===== config.mk =====
export PLATFORM = sky130hd
export DESIGN_NAME = cstg_timing
export DESIGN_NICKNAME = d
export VERILOG_FILES = /design/src/logic/cstg_pkg.sv /design/src/logic/cstg_timing.sv
export VERILOG_INCLUDE_DIRS = /design/src /design/src/logic
export SDC_FILE = /design/constraint.sdc
export NUM_CORES = 1
export LEC_CHECK = 0
export BUFFER_PORTS_ARGS = -buffer_cell sky130_fd_sc_hd__buf_2
export CAP_MARGIN = 40
export CELL_PAD_IN_SITES_DETAIL_PLACEMENT = 0
export CELL_PAD_IN_SITES_GLOBAL_PLACEMENT = 1
export CORE_MARGIN = 3
export CORE_UTILIZATION = 30
export CTS_BUF_LIST = sky130_fd_sc_hd__clkbuf_4 sky130_fd_sc_hd__clkbuf_8
export DETAILED_ROUTE_END_ITERATION = 10
export PLACE_DENSITY_LB_ADDON = 0.1
export REMOVE_ABC_BUFFERS = 1
export SYNTH_ARGS = -nofsm -noshare
export SYNTH_HDL_FRONTEND = slang
export SYNTH_SLANG_ARGS = --single-unit

===== constraint.sdc =====
create_clock -name sys_clk_i -period 4.3 [get_ports sys_clk_i]
set_input_delay 0 -clock sys_clk_i [delete_from_list [all_inputs] [get_ports sys_clk_i]]
set_output_delay 0 -clock sys_clk_i [all_outputs]
set_load 0.05 [all_outputs]

===== src/logic/cstg_params.svh =====
`ifndef CSTG_PARAMS_SVH
`define CSTG_PARAMS_SVH
// register byte offsets
`define CSTG_OFF_CTRL    8'h00
`define CSTG_OFF_LIM0    8'h04
`define CSTG_OFF_LIM_END 8'h20
`define CSTG_OFF_STATUS  8'h24
// limit table indices (offset = LIM0 + 4 * index)
`define CSTG_HRZT  3'h0
`define CSTG_HRZSR 3'h1
`define CSTG_HRZBR 3'h2
`define CSTG_HRZBF 3'h3
`define CSTG_VRTT  3'h4
`define CSTG_VRTSR 3'h5
`define CSTG_VRTBR 3'h6
`define CSTG_VRTBF 3'h7
// control field positions
`define CSTG_CTRL_EXT    0
`define CSTG_CTRL_EDGE   1
`define CSTG_CTRL_DLY    3:2
`define CSTG_CTRL_HPOL   5:4
`define CSTG_CTRL_VPOL   7:6
`define CSTG_CTRL_WIDTH  8
// reset values
`define CSTG_CTRL_RST   8'h00
`define CSTG_HRZT_RST   12'h0ff
`define CSTG_HRZSR_RST  12'h00f
`define CSTG_HRZBR_RST  12'h02f
`define CSTG_HRZBF_RST  12'h0ef
`define CSTG_VRTT_RST   12'h020
`define CSTG_VRTSR_RST  12'h002
`define CSTG_VRTBR_RST  12'h004
`define CSTG_VRTBF_RST  12'h01e
`endif


===== src/logic/cstg_pkg.sv =====
`default_nettype none
package cstg_pkg;
  // polarity / force selection for one external sync pin
  typedef enum logic [1:0] {
    CSTG_POL_NORMAL = 2'h0,
    CSTG_POL_INVERT = 2'h1,
    CSTG_POL_LOW    = 2'h2,
    CSTG_POL_HIGH   = 2'h3
  } cstg_pol_type;

  // control register layout, msb first
  typedef struct packed {
    cstg_pol_type vpol;
    cstg_pol_type hpol;
    logic [1:0]   blank_dly;
    logic         blank_edge;
    logic         ext_sync;
  } cstg_ctrl_type;

  // live timing state for status readback
  typedef struct packed {
    logic [11:0] hcount;
    logic [11:0] vcount;
    logic        hsync_int_n;
    logic        vsync_int_n;
    logic        hblank;
    logic        vblank;
  } cstg_state_type;
endpackage
`default_nettype wire


===== src/logic/cstg_timing.sv =====
// Operation
// separate active-low hsync, vsync, blank outputs
// polarity select and force per sync pin
// polarity applied only after internal signals
// internal or external sync source selectable
// horizontal counts in timing clock periods
// software programs horizontal limits minus one
// software keeps period limit multiple of 8/16
// software orders horizontal limits strictly ascending
// horizontal counter runs zero to limit, wraps
// hsync low for sync-end limit clocks
// two limits place horizontal blank edges
// vertical counter advances once per line
// software programs vertical limits as full count
// software orders vertical limits strictly ascending
// vertical counter runs zero to limit-1
// vsync low for sync-end lines
// two limits place vertical blank edges
// config bit selects timing clock output edge
// blank delayed zero to three shift clocks; code delays zero to three timing clock periods (output ticks)
// blank active when either interval active
`timescale 1ns/1ps
`default_nettype none
`include "cstg_params.svh"
module cstg_timing
  import cstg_pkg::*;
(
  input  wire logic        sys_clk_i,         // system clock, 25 MHz
  input  wire logic        rst_i,             // synchronous reset, active high
  input  wire logic        char_timing_clock_i, // character timing clock, sampled
  input  wire logic        ext_hsync_n_i,     // external horizontal sync, active low
  input  wire logic        ext_vsync_n_i,     // external vertical sync, active low
  input  wire logic        wb_cyc_i,          // wishbone cycle
  input  wire logic        wb_stb_i,          // wishbone strobe
  input  wire logic        wb_we_i,           // wishbone write enable
  input  wire logic [7:0]  wb_adr_i,          // wishbone byte address
  input  wire logic [3:0]  wb_sel_i,          // wishbone byte selects
  input  wire logic [31:0] wb_dat_i,          // wishbone write data
  output logic      [31:0] wb_dat_o,          // wishbone read data
  output logic             wb_ack_o,          // wishbone acknowledge
  output logic             hsync_o,           // horizontal sync pin
  output logic             vsync_o,           // vertical sync pin
  output logic             blank_n_o          // composite blank, active low
);

  // ************************************************************
  // register bus decode
  // ************************************************************
  cstg_ctrl_type  ctrl;                 // control register
  logic [11:0]    lim [8];              // timing limit table
  cstg_state_type st;                   // live state
  wire            bus_req   = wb_cyc_i & wb_stb_i & ~wb_ack_o;
  wire            bus_wr    = bus_req & wb_we_i;
  wire            hit_ctrl  = (wb_adr_i == `CSTG_OFF_CTRL);
  wire            hit_stat  = (wb_adr_i == `CSTG_OFF_STATUS);
  wire            hit_lim   = (wb_adr_i >= `CSTG_OFF_LIM0) &&
                              (wb_adr_i <= `CSTG_OFF_LIM_END) &&
                              (wb_adr_i[1:0] == 2'h0);
  wire [7:0]      lim_off   = wb_adr_i - `CSTG_OFF_LIM0;
  wire [2:0]      lim_idx   = lim_off[4:2];
  wire [31:0]     rd_lim    = {20'h0, lim[lim_idx]};
  wire [31:0]     rd_stat   = {4'h0, st};
  wire [31:0]     rd_ctrl   = {24'h0, ctrl};
  // unmapped addresses read as zero and ignore writes
  wire [31:0]     next_rdat = hit_ctrl ? rd_ctrl :
                              hit_lim  ? rd_lim  :
                              hit_stat ? rd_stat : 32'h0;

  // single-cycle ack, dropped the cycle after it was given
  always_ff @(posedge sys_clk_i) begin
    if (rst_i) begin
      wb_ack_o <= 1'b0;
      wb_dat_o <= 32'h0;
    end else begin
      wb_ack_o <= bus_req;
      wb_dat_o <= bus_req ? next_rdat : 32'h0;
    end
  end

  // control register, low byte lane only
  always_ff @(posedge sys_clk_i) begin
    if (rst_i) begin
      ctrl <= cstg_ctrl_type'(`CSTG_CTRL_RST);
    end else if (bus_wr && hit_ctrl && wb_sel_i[0]) begin
      ctrl <= cstg_ctrl_type'(wb_dat_i[7:0]);
    end
  end

  // limit table: each entry takes lanes 0 and 1 on its own
  localparam logic [11:0] LIM_RST [8] = '{`CSTG_HRZT_RST, `CSTG_HRZSR_RST,
    `CSTG_HRZBR_RST, `CSTG_HRZBF_RST, `CSTG_VRTT_RST, `CSTG_VRTSR_RST,
    `CSTG_VRTBR_RST, `CSTG_VRTBF_RST};
  genvar gi;
  generate
    for (gi = 0; gi < 8; gi++) begin : g_lim
      wire wr_me = bus_wr && hit_lim && (lim_idx == 3'(gi));
      always_ff @(posedge sys_clk_i) begin
        if (rst_i) begin
          lim[gi] <= LIM_RST[gi];
        end else if (wr_me) begin
          if (wb_sel_i[0]) lim[gi][7:0]  <= wb_dat_i[7:0];
          if (wb_sel_i[1]) lim[gi][11:8] <= wb_dat_i[11:8];
        end
      end
    end
  endgenerate

  // ************************************************************
  // timing clock edge detection
  // ************************************************************
  logic        ctc_q;                   // last sample of timing clock
  logic        ehs_q;                   // last sample of external hsync
  logic        evs_q;                   // last sample of external vsync
  wire         ctc_rise = char_timing_clock_i & ~ctc_q;
  wire         ctc_fall = ~char_timing_clock_i & ctc_q;
  // counters step on the rising edge; pins may follow the falling one
  wire         tick     = ctc_rise;
  wire         out_tick = ctrl.blank_edge ? ctc_fall : ctc_rise;
  wire         ehs_fall = ~ext_hsync_n_i & ehs_q;
  wire         evs_fall = ~ext_vsync_n_i & evs_q;

  always_ff @(posedge sys_clk_i) begin
    if (rst_i) begin
      ctc_q <= 1'b0;
      ehs_q <= 1'b1;
      evs_q <= 1'b1;
    end else begin
      ctc_q <= char_timing_clock_i;
      ehs_q <= ext_hsync_n_i;
      evs_q <= ext_vsync_n_i;
    end
  end

  // ************************************************************
  // horizontal and vertical counters
  // ************************************************************
  logic [11:0] hcount;                  // horizontal position, timing clocks
  logic [11:0] vcount;                  // vertical position, lines
  // external mode: a falling external sync seen on a tick restarts the counter
  wire         h_resync = ctrl.ext_sync & tick & ehs_fall;
  wire         v_resync = ctrl.ext_sync & tick & evs_fall;
  wire         h_wrap   = tick & (hcount >= lim[`CSTG_HRZT]);
  wire         line_end = h_wrap | h_resync;
  wire [11:0]  vlast    = lim[`CSTG_VRTT] - 12'h1;
  wire         v_wrap   = line_end & (vcount >= vlast);
  wire [11:0]  next_h   = (h_wrap | h_resync) ? 12'h0 : hcount + 12'h1;
  wire [11:0]  next_v   = (v_wrap | v_resync) ? 12'h0 : vcount + 12'h1;

  // horizontal counter, zero to hrzt inclusive
  always_ff @(posedge sys_clk_i) begin
    if (rst_i) begin
      hcount <= 12'h0;
    end else if (tick) begin
      hcount <= next_h;
    end
  end

  // vertical counter, one step per line
  always_ff @(posedge sys_clk_i) begin
    if (rst_i) begin
      vcount <= 12'h0;
    end else if (line_end || v_resync) begin
      vcount <= next_v;
    end
  end

  // ************************************************************
  // internal active-low sync and active-high blank intervals
  // ************************************************************
  // horizontal limits are count-1, so compares are inclusive
  wire hsync_int_n = ~(hcount <= lim[`CSTG_HRZSR]);
  wire hblank      = ~((hcount > lim[`CSTG_HRZBR]) &&
                       (hcount <= lim[`CSTG_HRZBF]));
  // vertical limits are full counts, so compares are exclusive
  wire vsync_int_n = ~(vcount < lim[`CSTG_VRTSR]);
  wire vblank      = ~((vcount >= lim[`CSTG_VRTBR]) &&
                       (vcount < lim[`CSTG_VRTBF]));
  wire blank_any   = hblank | vblank;
  assign st = '{hcount, vcount, hsync_int_n, vsync_int_n, hblank, vblank};

  // ************************************************************
  // blank delay line
  // ************************************************************
  logic [2:0] blank_dl;                 // delayed copies, one per out tick
  wire        blank_sel = (ctrl.blank_dly == 2'h0) ? blank_any :
                          blank_dl[ctrl.blank_dly - 2'h1];

  // shift on each output tick, so delay is in timing periods
  always_ff @(posedge sys_clk_i) begin
    if (rst_i) begin
      blank_dl <= 3'h7;
    end else if (out_tick) begin
      blank_dl <= {blank_dl[1:0], blank_any};
    end
  end

  // ************************************************************
  // pin polarity and forcing
  // ************************************************************
  // done only here, so the generator itself never sees polarity
  function automatic logic pin_drive(input cstg_pol_type p, input logic s_n);
    case (p)
      CSTG_POL_NORMAL: pin_drive = s_n;
      CSTG_POL_INVERT: pin_drive = ~s_n;
      CSTG_POL_LOW:    pin_drive = 1'b0;
      CSTG_POL_HIGH:   pin_drive = 1'b1;
      default:         pin_drive = s_n;
    endcase
  endfunction

  wire next_hs = pin_drive(ctrl.hpol, hsync_int_n);
  wire next_vs = pin_drive(ctrl.vpol, vsync_int_n);

  // pins are registered and update only on the chosen edge
  always_ff @(posedge sys_clk_i) begin
    if (rst_i) begin
      hsync_o   <= 1'b1;
      vsync_o   <= 1'b1;
      blank_n_o <= 1'b0;
    end else if (out_tick) begin
      hsync_o   <= next_hs;
      vsync_o   <= next_vs;
      blank_n_o <= ~blank_sel;
    end
  end

  // ************************************************************
  // assertions
  // ************************************************************
  hcount_wrap_a: assert property (@(posedge sys_clk_i) disable iff (rst_i)
    h_wrap |=> hcount == 12'h0)
    else $error("hcount did not wrap at period limit");

  hcount_step_a: assert property (@(posedge sys_clk_i) disable iff (rst_i)
    (tick && !h_wrap && !h_resync) |=> hcount == $past(hcount) + 12'h1)
    else $error("hcount did not step on timing clock");

  vcount_hold_a: assert property (@(posedge sys_clk_i) disable iff (rst_i)
    (!line_end && !v_resync) |=> $stable(vcount))
    else $error("vcount moved inside a line");

  vcount_wrap_a: assert property (@(posedge sys_clk_i) disable iff (rst_i)
    (line_end && vcount == vlast) |=> vcount == 12'h0)
    else $error("vcount did not wrap at limit minus one");

  ext_resync_a: assert property (@(posedge sys_clk_i) disable iff (rst_i)
    h_resync |=> hcount == 12'h0 ##1 hcount == 12'h0)
    else $error("external hsync did not restart line");

  hsync_normal_a: assert property (@(posedge sys_clk_i) disable iff (rst_i)
    (out_tick && ctrl.hpol == CSTG_POL_NORMAL)
      |=> hsync_o == $past(hcount <= lim[`CSTG_HRZSR]) ^ 1'b1)
    else $error("hsync pin does not follow internal sync");

  vsync_force_a: assert property (@(posedge sys_clk_i) disable iff (rst_i)
    (out_tick && ctrl.vpol == CSTG_POL_HIGH) |=> vsync_o)
    else $error("vsync pin not forced high");

  blank_comb_a: assert property (@(posedge sys_clk_i) disable iff (rst_i)
    (out_tick && ctrl.blank_dly == 2'h0) |=> blank_n_o == !$past(hblank | vblank))
    else $error("blank pin is not or of intervals");

  edge_hold_a: assert property (@(posedge sys_clk_i) disable iff (rst_i)
    (!out_tick && $stable(ctrl)) |=> $stable(hsync_o) && $stable(blank_n_o))
    else $error("pins changed off the selected edge");

  ack_pulse_a: assert property (@(posedge sys_clk_i) disable iff (rst_i)
    wb_ack_o |=> !wb_ack_o)
    else $error("ack held for more than one cycle");

  // a request that is taken is answered on the very next edge
  ack_timing_a: assert property (@(posedge sys_clk_i) disable iff (rst_i)
    (wb_cyc_i && wb_stb_i && !wb_ack_o) |=> wb_ack_o)
    else $error("request not acknowledged in one cycle");

  vcount_step_a: assert property (@(posedge sys_clk_i) disable iff (rst_i)
    (line_end && !v_resync && vcount < vlast) |=> vcount == $past(vcount) + 12'h1)
    else $error("vcount did not step at line end");

  vsync_normal_a: assert property (@(posedge sys_clk_i) disable iff (rst_i)
    (out_tick && ctrl.vpol == CSTG_POL_NORMAL)
      |=> vsync_o == !$past(vcount < lim[`CSTG_VRTSR]))
    else $error("vsync pin does not follow line count");

  hsync_invert_a: assert property (@(posedge sys_clk_i) disable iff (rst_i)
    (out_tick && ctrl.hpol == CSTG_POL_INVERT)
      |=> hsync_o == $past(hcount <= lim[`CSTG_HRZSR]))
    else $error("hsync pin not inverted");

  hsync_force_a: assert property (@(posedge sys_clk_i) disable iff (rst_i)
    (out_tick && ctrl.hpol == CSTG_POL_LOW) |=> !hsync_o)
    else $error("hsync pin not forced low");

  hblank_lead_a: assert property (@(posedge sys_clk_i) disable iff (rst_i)
    (out_tick && ctrl.blank_dly == 2'h0 && hcount <= lim[`CSTG_HRZBR]) |=> !blank_n_o)
    else $error("blank released before horizontal display start");

  vblank_lead_a: assert property (@(posedge sys_clk_i) disable iff (rst_i)
    (out_tick && ctrl.blank_dly == 2'h0 && vcount < lim[`CSTG_VRTBR]) |=> !blank_n_o)
    else $error("blank released before vertical display start");

  blank_delay_a: assert property (@(posedge sys_clk_i) disable iff (rst_i)
    (out_tick && ctrl.blank_dly == 2'h3) |=> blank_n_o == !$past(blank_dl[2]))
    else $error("blank not delayed by three ticks");

  edge_level_a: assert property (@(posedge sys_clk_i) disable iff (rst_i)
    out_tick |-> char_timing_clock_i != ctrl.blank_edge)
    else $error("pins moved on the wrong timing clock edge");

endmodule // cstg_timing
`default_nettype wire


Word-level counts from Yosys, hierarchy flattened --
Memories as Yosys holds them, arrays and structs flattened. Cells that the tools add are included.
Operators by class: $add $sub $neg 5, order comparisons 11, equality and inequality tests 14, mux-type cells 79, bitwise operators 43, reductions and logical operators 26
Operator list (count):
- $mux 8 | 9
- $mux 1 | 55
- $mux 12 | 4
- $ge 12x12->1 | 3
- $mux 4 | 8
- $add 12x1->12 const B | 2
- $le 12x12->1 | 2
- $lt 12x12->1 | 2
- $or 1x1->1 | 19
- $logic_and 1x1->1 | 15
- $and 1x1->1 | 12
- $eq 3x3->1 const B | 4
- $gt 12x12->1 | 1
- $not 1->1 | 12
- $sub 12x1->12 const B | 1
- $eq 2x2->1 const B | 4
- $eq 8x6->1 const B | 1
- $ge 8x3->1 const B | 1
- $le 8x6->1 const B | 1
- $logic_not 2->1 | 4
- $logic_not 8->1 | 1
- $pmux 1 s4 | 2
- $eq 3x2->1 const B | 2
- $reduce_or 5->1 | 1
- other kinds (11) | 12
Storage, ports and cells: register bits after elaboration 74, bits in writable memories 96, bits of input ports 52, memories 1
Memory list:
- lim | depth 8, bits a word 12, read ports 9, clocked after memory_dff 0, write ports 8, line cstg_timing.sv:50 | logic [11:0] lim [8];

Depth between registers and ports, before layout --
Gate-level depths: netlist of run 1.
word-level depth 9, mapped depth 15, depth with buffers taken out 14

Worst setup path after synthesis of run 1 --
No wires, ideal clock.
path type flip-flop to flip-flop, from mem lim[4][2], to reg vcount[2], data arrival time 3.034 ns, data required time 4.229 ns, path slack 1.196 ns, cell stages (with the launch flop) 15, buffers on the path 1, period minus slack after synthesis 3.104 ns, cells stage by stage edfxtp_1 > nor2_1 > nand3_1 > or3_1 > nor3b_1 > xnor2_1 > ha_1 > a21oi_1 > o211a_1 > o21a_1 > a32oi_1 > a211o_1 > buf_2 > or3b_1 > a21oi_1
RTL lines:
- from (decl) | line cstg_timing.sv:50
- to (signal assigned) | line cstg_timing.sv:163 | vcount <= next_v;
- to (decl) | line cstg_timing.sv:138 | logic [11:0] vcount;

==> metrics.csv, run 1 <==
stage;metric;value;unit
timing;fmax;281;MHz
drt;first_iter_violations;385;
global_route;grt_pass1_vias;7168;
timing;fin_crit_sh;0.826;
global_route;met2_usage;0.267;
drt;viasPerCell;4.76;
worst_setup_path;cp.required;4.71;ns
power_and_ir_drop;peakVddDrop;0.000172;V
logic_synthesis;synthDistinctLibCells;60;
status;outcome;finished clean;
cts;clk_latency;0.48;ns
worst_setup_path;crit_path_cell_trace;nor2_1 -> nand3_1 -> or3_1 -> nor3b_1 -> xnor2_1 -> ha_1 -> a21oi_1 -> o211a_1 -> o21a_1 -> a32oi_1 -> a211o_1 -> or4_1 -> a21oi_1;
cts;cts_tree;done;
die;row_count;65;
power_and_ir_drop;leakagePower;0.00493;uW
placed_design;hpwl;23.2;mm
placed_design;dp.cells;1438;
worst_setup_path;critPathLaunchType;register;
placed_design;gp_congestion;0.787;
cts;clockBufferDepth;2;
worst_setup_path;worst-setup-path-type;reg -> reg;
cts;h-tree-depth;4;
worst_setup_path;path_max_fanout;11;
timing;setup_violations;0;
timing;fin_hold_ws;0.0576;ns
worst_setup_path;cpPeakStageDelay;0.54;ns
die;die_w;187;um
timing;drv_slew;0;
drt;wire_per_inst;20.0;um
die;start_util;0.308;
worst_setup_path;arrival;3.96;ns
timing;tightest_slew;0.869;ns
timing;hold_viol_final;0;
hold_path;hp-class;in -> reg;
global_route;grt_util_met3;0.0210;
global_route;met1_usage;0.251;
logic_synthesis;synth_seq_cells;166;
power_and_ir_drop;power.total;3240;uW
timing;relSlewSlack;0.416;
timing;fin_setup_tns;0;ns
timing;timing.final.ws_setup;0.746;ns
logic_synthesis;yosysSeqAreaShare;0.436;
cts;post_cts_buffers;0;
power_and_ir_drop;power_density;290;nW/um^2
die;core_region_area;31900;sq um
drt;firstDrtPassIters;4;
worst_setup_path;cp-end-kind;register;
worst_setup_path;cp_slowest_cell;or4_1;
drt;drc;0;
logic_synthesis;ys.flop_type;edfxtp_1;
logic_synthesis;synth_edf_count;96;
timing;period_minus_slack;3.55;ns
drt;drtAntennaViolNets;0;
logic_synthesis;yosysWarnings;0;
global_route;grt_use_total;0.171;
logic_synthesis;syn-instance-count;960;
cts;clk_pin_slew;0.11;ns
final_layout;area_growth;13.6;%
die;dieArea;35000;sq um
global_route;grt_overflow;0;
logic_synthesis;avgSynthCellArea;10.2;sq um
cts;cts_root_buffer;clkbuf_8;
cts;cts_hold_buf;16;
drt;vias;7079;
timing;rsz0062_at_grt;no;
worst_setup_path;crit_top_cell;a21oi_1;
cts;post_cts_resized;0;
die;die_y;187;um
die;io_pins;88;
global_route;top_usage_layer;met2;
global_route;grt_max_degree;53;
logic_synthesis;syn_area;9830;sq um
global_route;antenna_found_initial;1;
placed_design;io_buffers;61;
cts;cts_buffers;17;
cts;cts.sinks;166;
final_layout;drive_gt1_frac;0.159;
placed_design;preCtsSetupSlack;0.759;ns
drt;routed_wl;29.7;mm
timing;skew;0.0245;ns
final_layout;num_antenna_cells;0;
final_layout;fin_nets;1193;
logic_synthesis;async_flop_share;0;
global_route;grt_pass1_wl;44.8;mm
job;drv_cap;0;
final_layout;fin_cells;1486;
==> power breakdown <==
group | total [uW] | switching [uW] | internal (uW)
registers | 1740 | 28.1 | 1710
clock network | 1200 | 696 | 502
logic | 301 | 187 | 114
total | 3240 | 912 | 2320
==> area by class of cell <==
class	count	area [sq um]
clock buffers	18	248
well taps	435	544
fillers	3331	20700
multi-input cells	668	5030
inverters	96	360
clock inverters	14	148
repair buffers	89	552
flip-flops and latches	166	4280
==> per-layer routing <==
layer | vias to the layer above | share of wire
met1 | 3349 | 0.51
met5 | - | 0
met4 | 0 | 0.016
met3 | 24 | 0.037
met2 | 125 | 0.44
li1 | 3581 | -
==> worst paths after layout <==
kind                            slack, ns  cells after the start   endpoint         from
worst max-delay path                 0.75                     13  vcount[7]    lim[4][2]
worst max register to register       0.75                     13  vcount[7]    lim[4][2]
worst min register to register       0.50                      2  blank_n_o    blank_n_o
worst min-delay path                 0.06                      2  lim[7][9]  wb_sel_i[1]
==> critical path, delay by kind of cell (launching register included) <==
kind	cells	cell delay, ns
compound gates	6	1.17
xor+xnor	1	0.16
fa+ha+maj	1	0.28
flops	1	0.46
simple gates	5	1.43
==> kinds of logic (layout without fill, tap and decap cells) <==
kind of cell	Yosys count	in the layout	synth area share
AOI/OAI and AO/OA	156	156	0.0996
xor gates and xnor gates	22	22	0.0196
adders and majority gates	103	103	0.131
buffers and inverters	129	217	0.0535
DFF	166	166	0.436
muxes	41	41	0.0723
other	1	4	0.000382
and+or+nand+nor	342	342	0.187
==> flip-flops by register name, summed over array words and instances, names as in the netlist <==
signal	cells
ehs_q	1
blank_dl	3
blank_n_o	1
hcount	12
evs_q	1
wb_ack_o	1
wb_dat_o	28
vcount	12
ctc_q	1
hsync_o	1
vsync_o	1
lim	96
ctrl	8
==> through the flow <==
step / cell area, sq um / util
6_report: 11200 / 0.350
5_1_grt: 11200 / 0.350
4_1_cts: 11200 / 0.350
3_5_place_dp: 10600 / 0.333
3_3_place_gp: 10600 / 0.332
2_1_floorplan: 9670 / -
==> cells in the final DEF (no fill, tap or decap), types with 4 or more instances in the layout <==
| master | netlist | layout |
|---|---|---|
| a211oi_1 | 8 | 8 |
| a21o_1 | 27 | 27 |
| a21oi_1 | 56 | 56 |
| and2_1 | 46 | 46 |
| and3_1 | 31 | 31 |
| buf_2 | 6 | 61 |
| buf_4 | 5 | 11 |
| clkbuf_8 | 0 | 18 |
| conb_1 | 1 | 4 |
| dfxtp_1 | 70 | 70 |
| dlygate4sd3_1 | 0 | 16 |
| edfxtp_1 | 96 | 96 |
| ha_1 | 103 | 103 |
| inv_1 | 96 | 96 |
| inv_6 | 0 | 4 |
| inv_8 | 0 | 5 |
| mux2i_1 | 17 | 17 |
| mux4_2 | 24 | 24 |
| nand2_1 | 53 | 53 |
| nand2b_1 | 7 | 7 |
| nand3_1 | 19 | 19 |
| nand4_1 | 18 | 18 |
| nor2_1 | 74 | 74 |
| nor2b_1 | 11 | 11 |
| nor3_1 | 11 | 11 |
| nor4_1 | 6 | 6 |
| o211a_1 | 4 | 4 |
| o21ai_0 | 32 | 32 |
| or2_2 | 29 | 29 |
| or3_1 | 16 | 16 |
| or3b_1 | 5 | 5 |
| xnor2_1 | 8 | 8 |
| xor2_1 | 14 | 14 |
==> cells in the mapped netlist (4+ instances only) <==
master,number,share of area
inv_1,96,0.037
buf_4,5,0.0038
clkbuf_1,19,0.0073
and3_1,31,0.020
nand2b_1,7,0.0045
xor2_1,14,0.012
dfxtp_1,70,0.14
nor3_1,11,0.0056
o21ai_0,32,0.016
a21o_1,27,0.021
nor2b_1,11,0.0070
a21oi_1,56,0.029
mux2i_1,17,0.017
xnor2_1,8,0.0071
nand3_1,19,0.0097
nor2_1,74,0.028
and2_1,46,0.029
or2_2,29,0.018
ha_1,103,0.13
or3_1,16,0.010
o211a_1,4,0.0041
nand4_1,18,0.011
or3b_1,5,0.0045
nor4_1,6,0.0038
mux4_2,24,0.055
a211oi_1,8,0.0061
buf_2,6,0.0031
nand2_1,53,0.020
edfxtp_1,96,0.29
(Power assumes the default switching activity.)
==> inputs of run 2 (changes only) <==
clock period = 3.7 ns   (was 4.3 ns; I/O delays follow)
==> metrics.csv, run 2 (synthesis gave the netlist of run 1 again) <==
stage;metric;value;unit;change
die;die_y;187;um;unchanged
timing;period_minus_slack;3.42;ns;-0.129 ns
final_layout;final_cell_area;11200;sq um;+0.31%
timing;rsz0062_at_grt;no;;
global_route;grt_pass1_vias;7167;;-0.014%
placed_design;io_buffers;61;;unchanged
final_layout;reg_top3;lim: 96 flops, wb_dat_o: 28 flops;;
drt;viasPerCell;4.82;;+1.2%
timing;skew;0.0159;ns;-0.00860 ns
cts;cts_buffers;17;;unchanged
global_route;grt_overflow;0;;unchanged
timing;fmax;292;MHz;+3.8%
drt;drc;0;;unchanged
power_and_ir_drop;p_int;2620;uW;+13%
timing;fin_crit_sh;0.925;;+0.0990
drt;firstDrtPassIters;5;;+1
global_route;antenna_found_initial;1;;unchanged
timing;setup_violations;0;;unchanged
worst_setup_path;arrival;3.83;ns;-0.13 ns
power_and_ir_drop;pwr-share-comb;0.096;;+0.003
final_layout;final_common_cell;ha_1;;
worst_setup_path;cp.required;4.10;ns;-0.61 ns
power_and_ir_drop;p_sw;1090;uW;+19%
final_layout;final_cell_mix;ha_1 (103), inv_1 (96), edfxtp_1 (96);;
drt;highest_layer;met4;;
drt;wire_per_inst;20.5;um;+2.6%
worst_setup_path;cp-end-kind;register;;
timing;tightest_slew;0.896;ns;+0.0272 ns
worst_setup_path;critPathLaunchType;register;;
hold_path;min_path_cells;3;;+1
drt;route.met3.wl;1.07;mm;-2.2%
placed_design;gp_congestion;0.797;;+1.3%
power_and_ir_drop;seqPwrFrac;0.544;;+0.007
die;core_region_area;31900;sq um;unchanged
global_route;grt_use_total;0.176;;+0.00503
timing;fin_setup_tns;0;ns;unchanged
power_and_ir_drop;leakagePower;0.00495;uW;+0.32%
placed_design;hpwl;23.7;mm;+2.2%
global_route;grt_pass1_wl;46.4;mm;+3.5%
hold_path;min_from;wb_adr_i[4];;
final_layout;fin_nets;1197;;+0.34%
final_layout;drive_gt1_frac;0.164;;+0.00508
die;io_pins;88;;unchanged
cts;clk_pin_slew;0.11;ns;about the same
worst_setup_path;rrSetupSlack;0.28;ns;-0.47 ns
cts;clockBufferDepth;2;;unchanged
power_and_ir_drop;power_frac_clock;0.359;;-0.011
power_and_ir_drop;switching_share;0.293;;+0.0109
final_layout;area_growth;14.0;%;
cts;clk_latency;0.47;ns;about the same
job;drv_cap;0;;unchanged
worst_setup_path;reg2reg_to;vcount[7];;
die;dieArea;35000;sq um;unchanged
drt;routed_wl;30.6;mm;+2.9%
timing;relSlewSlack;0.397;;-0.0183
cts;cts.sinks;166;;unchanged
worst_setup_path;reg2reg_depth;13;;unchanged
drt;drtAntennaViolNets;0;;unchanged
power_and_ir_drop;power_density;331;nW/um^2;+14%
final_layout;fill_cells;3309;;-0.66%
die;start_util;0.308;;unchanged
cts;h-tree-depth;4;;unchanged
status;outcome;finished clean;;
die;die_w;187;um;unchanged
timing;hold_viol_final;0;;unchanged
hold_path;hp-class;in -> reg;;
die;row_count;65;;unchanged
cts;cts_root_buffer;clkbuf_8;;
worst_setup_path;path_max_fanout;7;;-4
global_route;grt_max_degree;40;;-25%
hold_path;hold_end;wb_dat_o[16];;
drt;dr_wl_met2;13.4;mm;+2.1%
worst_setup_path;worst-setup-path-type;reg -> reg;;
final_layout;largest_reg_flops;96;;unchanged
drt;first_iter_violations;431;;+12%
cts;cts_tree;done;;
drt;vias;7190;;+1.6%
final_layout;top_register;lim;;
power_and_ir_drop;peakVddDrop;0.000200;V;+16%
timing;drv_slew;0;;unchanged
drt;wl_met1;15.8;mm;+5.4%
worst_setup_path;worstReg2RegStart;lim[4][3];;
placed_design;place_area;10600;sq um;+0.25%
[run 2: power by group through the flow]
| stage | Combinational, uW | Sequential [uW] | Clock, uW |
|---|---|---|---|
| 6_report | 356 | 2020 | 1330 |
| 5_1_grt | 394 | 2030 | 1450 |
| 4_1_cts | 363 | 2020 | 1390 |
| 3_5_place_dp | 349 | 2060 | 0 |
| 3_3_place_gp | 349 | 2060 | 0 |
| 2_1_floorplan | 193 | 2050 | 0 |
[run 2: how the worst max path moves through the flow]
stage | cells after the start | endpoint | start | slack [ns]
floorplan | 13 | vcount[7] | lim[4][2] | 0.33
global placement | 13 | vcount[7] | lim[4][3] | 0.23
detailed placement | 13 | vcount[7] | lim[4][3] | 0.23
CTS | 13 | vcount[7] | lim[4][3] | 0.19
global route | 13 | vcount[7] | lim[4][3] | 0.005
finish | 13 | vcount[7] | lim[4][3] | 0.28
[run 2: cell type report]
cell class	count	area, sq um	share of cell area
Antenna cell	1	2.50	0.000223
Timing Repair Buffer	93	598	0.0534
Tap cell	435	544	0.0486
Inverter	96	360	0.0322
Clock buffer	17	234	0.0209
Clock inverter	15	146	0.0131
Multi-Input combinational cell	668	5030	0.449
Sequential cell	166	4280	0.383
[run 2: layer usage]
layer,vias up,GRT usage
li1,3573,-
met1,3450,0.268
met2,148,0.269
met3,19,0.0247
met4,0,0.0311
met5,-,0
[run 2: timing repair]
item | in CTS | in global routing
buffers inserted | 0 | 1
setup endpoints to repair | 0 | 1
resized for setup | 0 | 1
hold buffers | 16 | 0
endpoints found under the hold margin | 63 | 0
[run 2: per-stage QoR]
stage,worst slack [ns],instances,total power [uW],utilization,hold slack [ns]
floorplan,0.326,930,2250,-,0.0691
global placement,0.234,1441,2410,0.334,0.202
detailed placement,0.230,1441,2410,0.334,0.205
CTS,0.191,1489,3770,0.351,0.0203
global route,0.00478,1490,3870,0.351,0.0530
finish,0.276,1491,3710,0.351,0.0653
[run 2: worst max-delay path, cell delays in order (launching register included)]
cell      delay [ns]
edfxtp_1        0.44
nor2_1          0.17
nand3_1         0.10
or3_1           0.38
nor3b_1         0.25
xnor2_1         0.15
ha_1            0.27
a21oi_1         0.17
o211a_1         0.18
o21a_1          0.12
a32oi_1         0.11
a211o_2         0.36
or4_1           0.51
a21oi_1         0.15
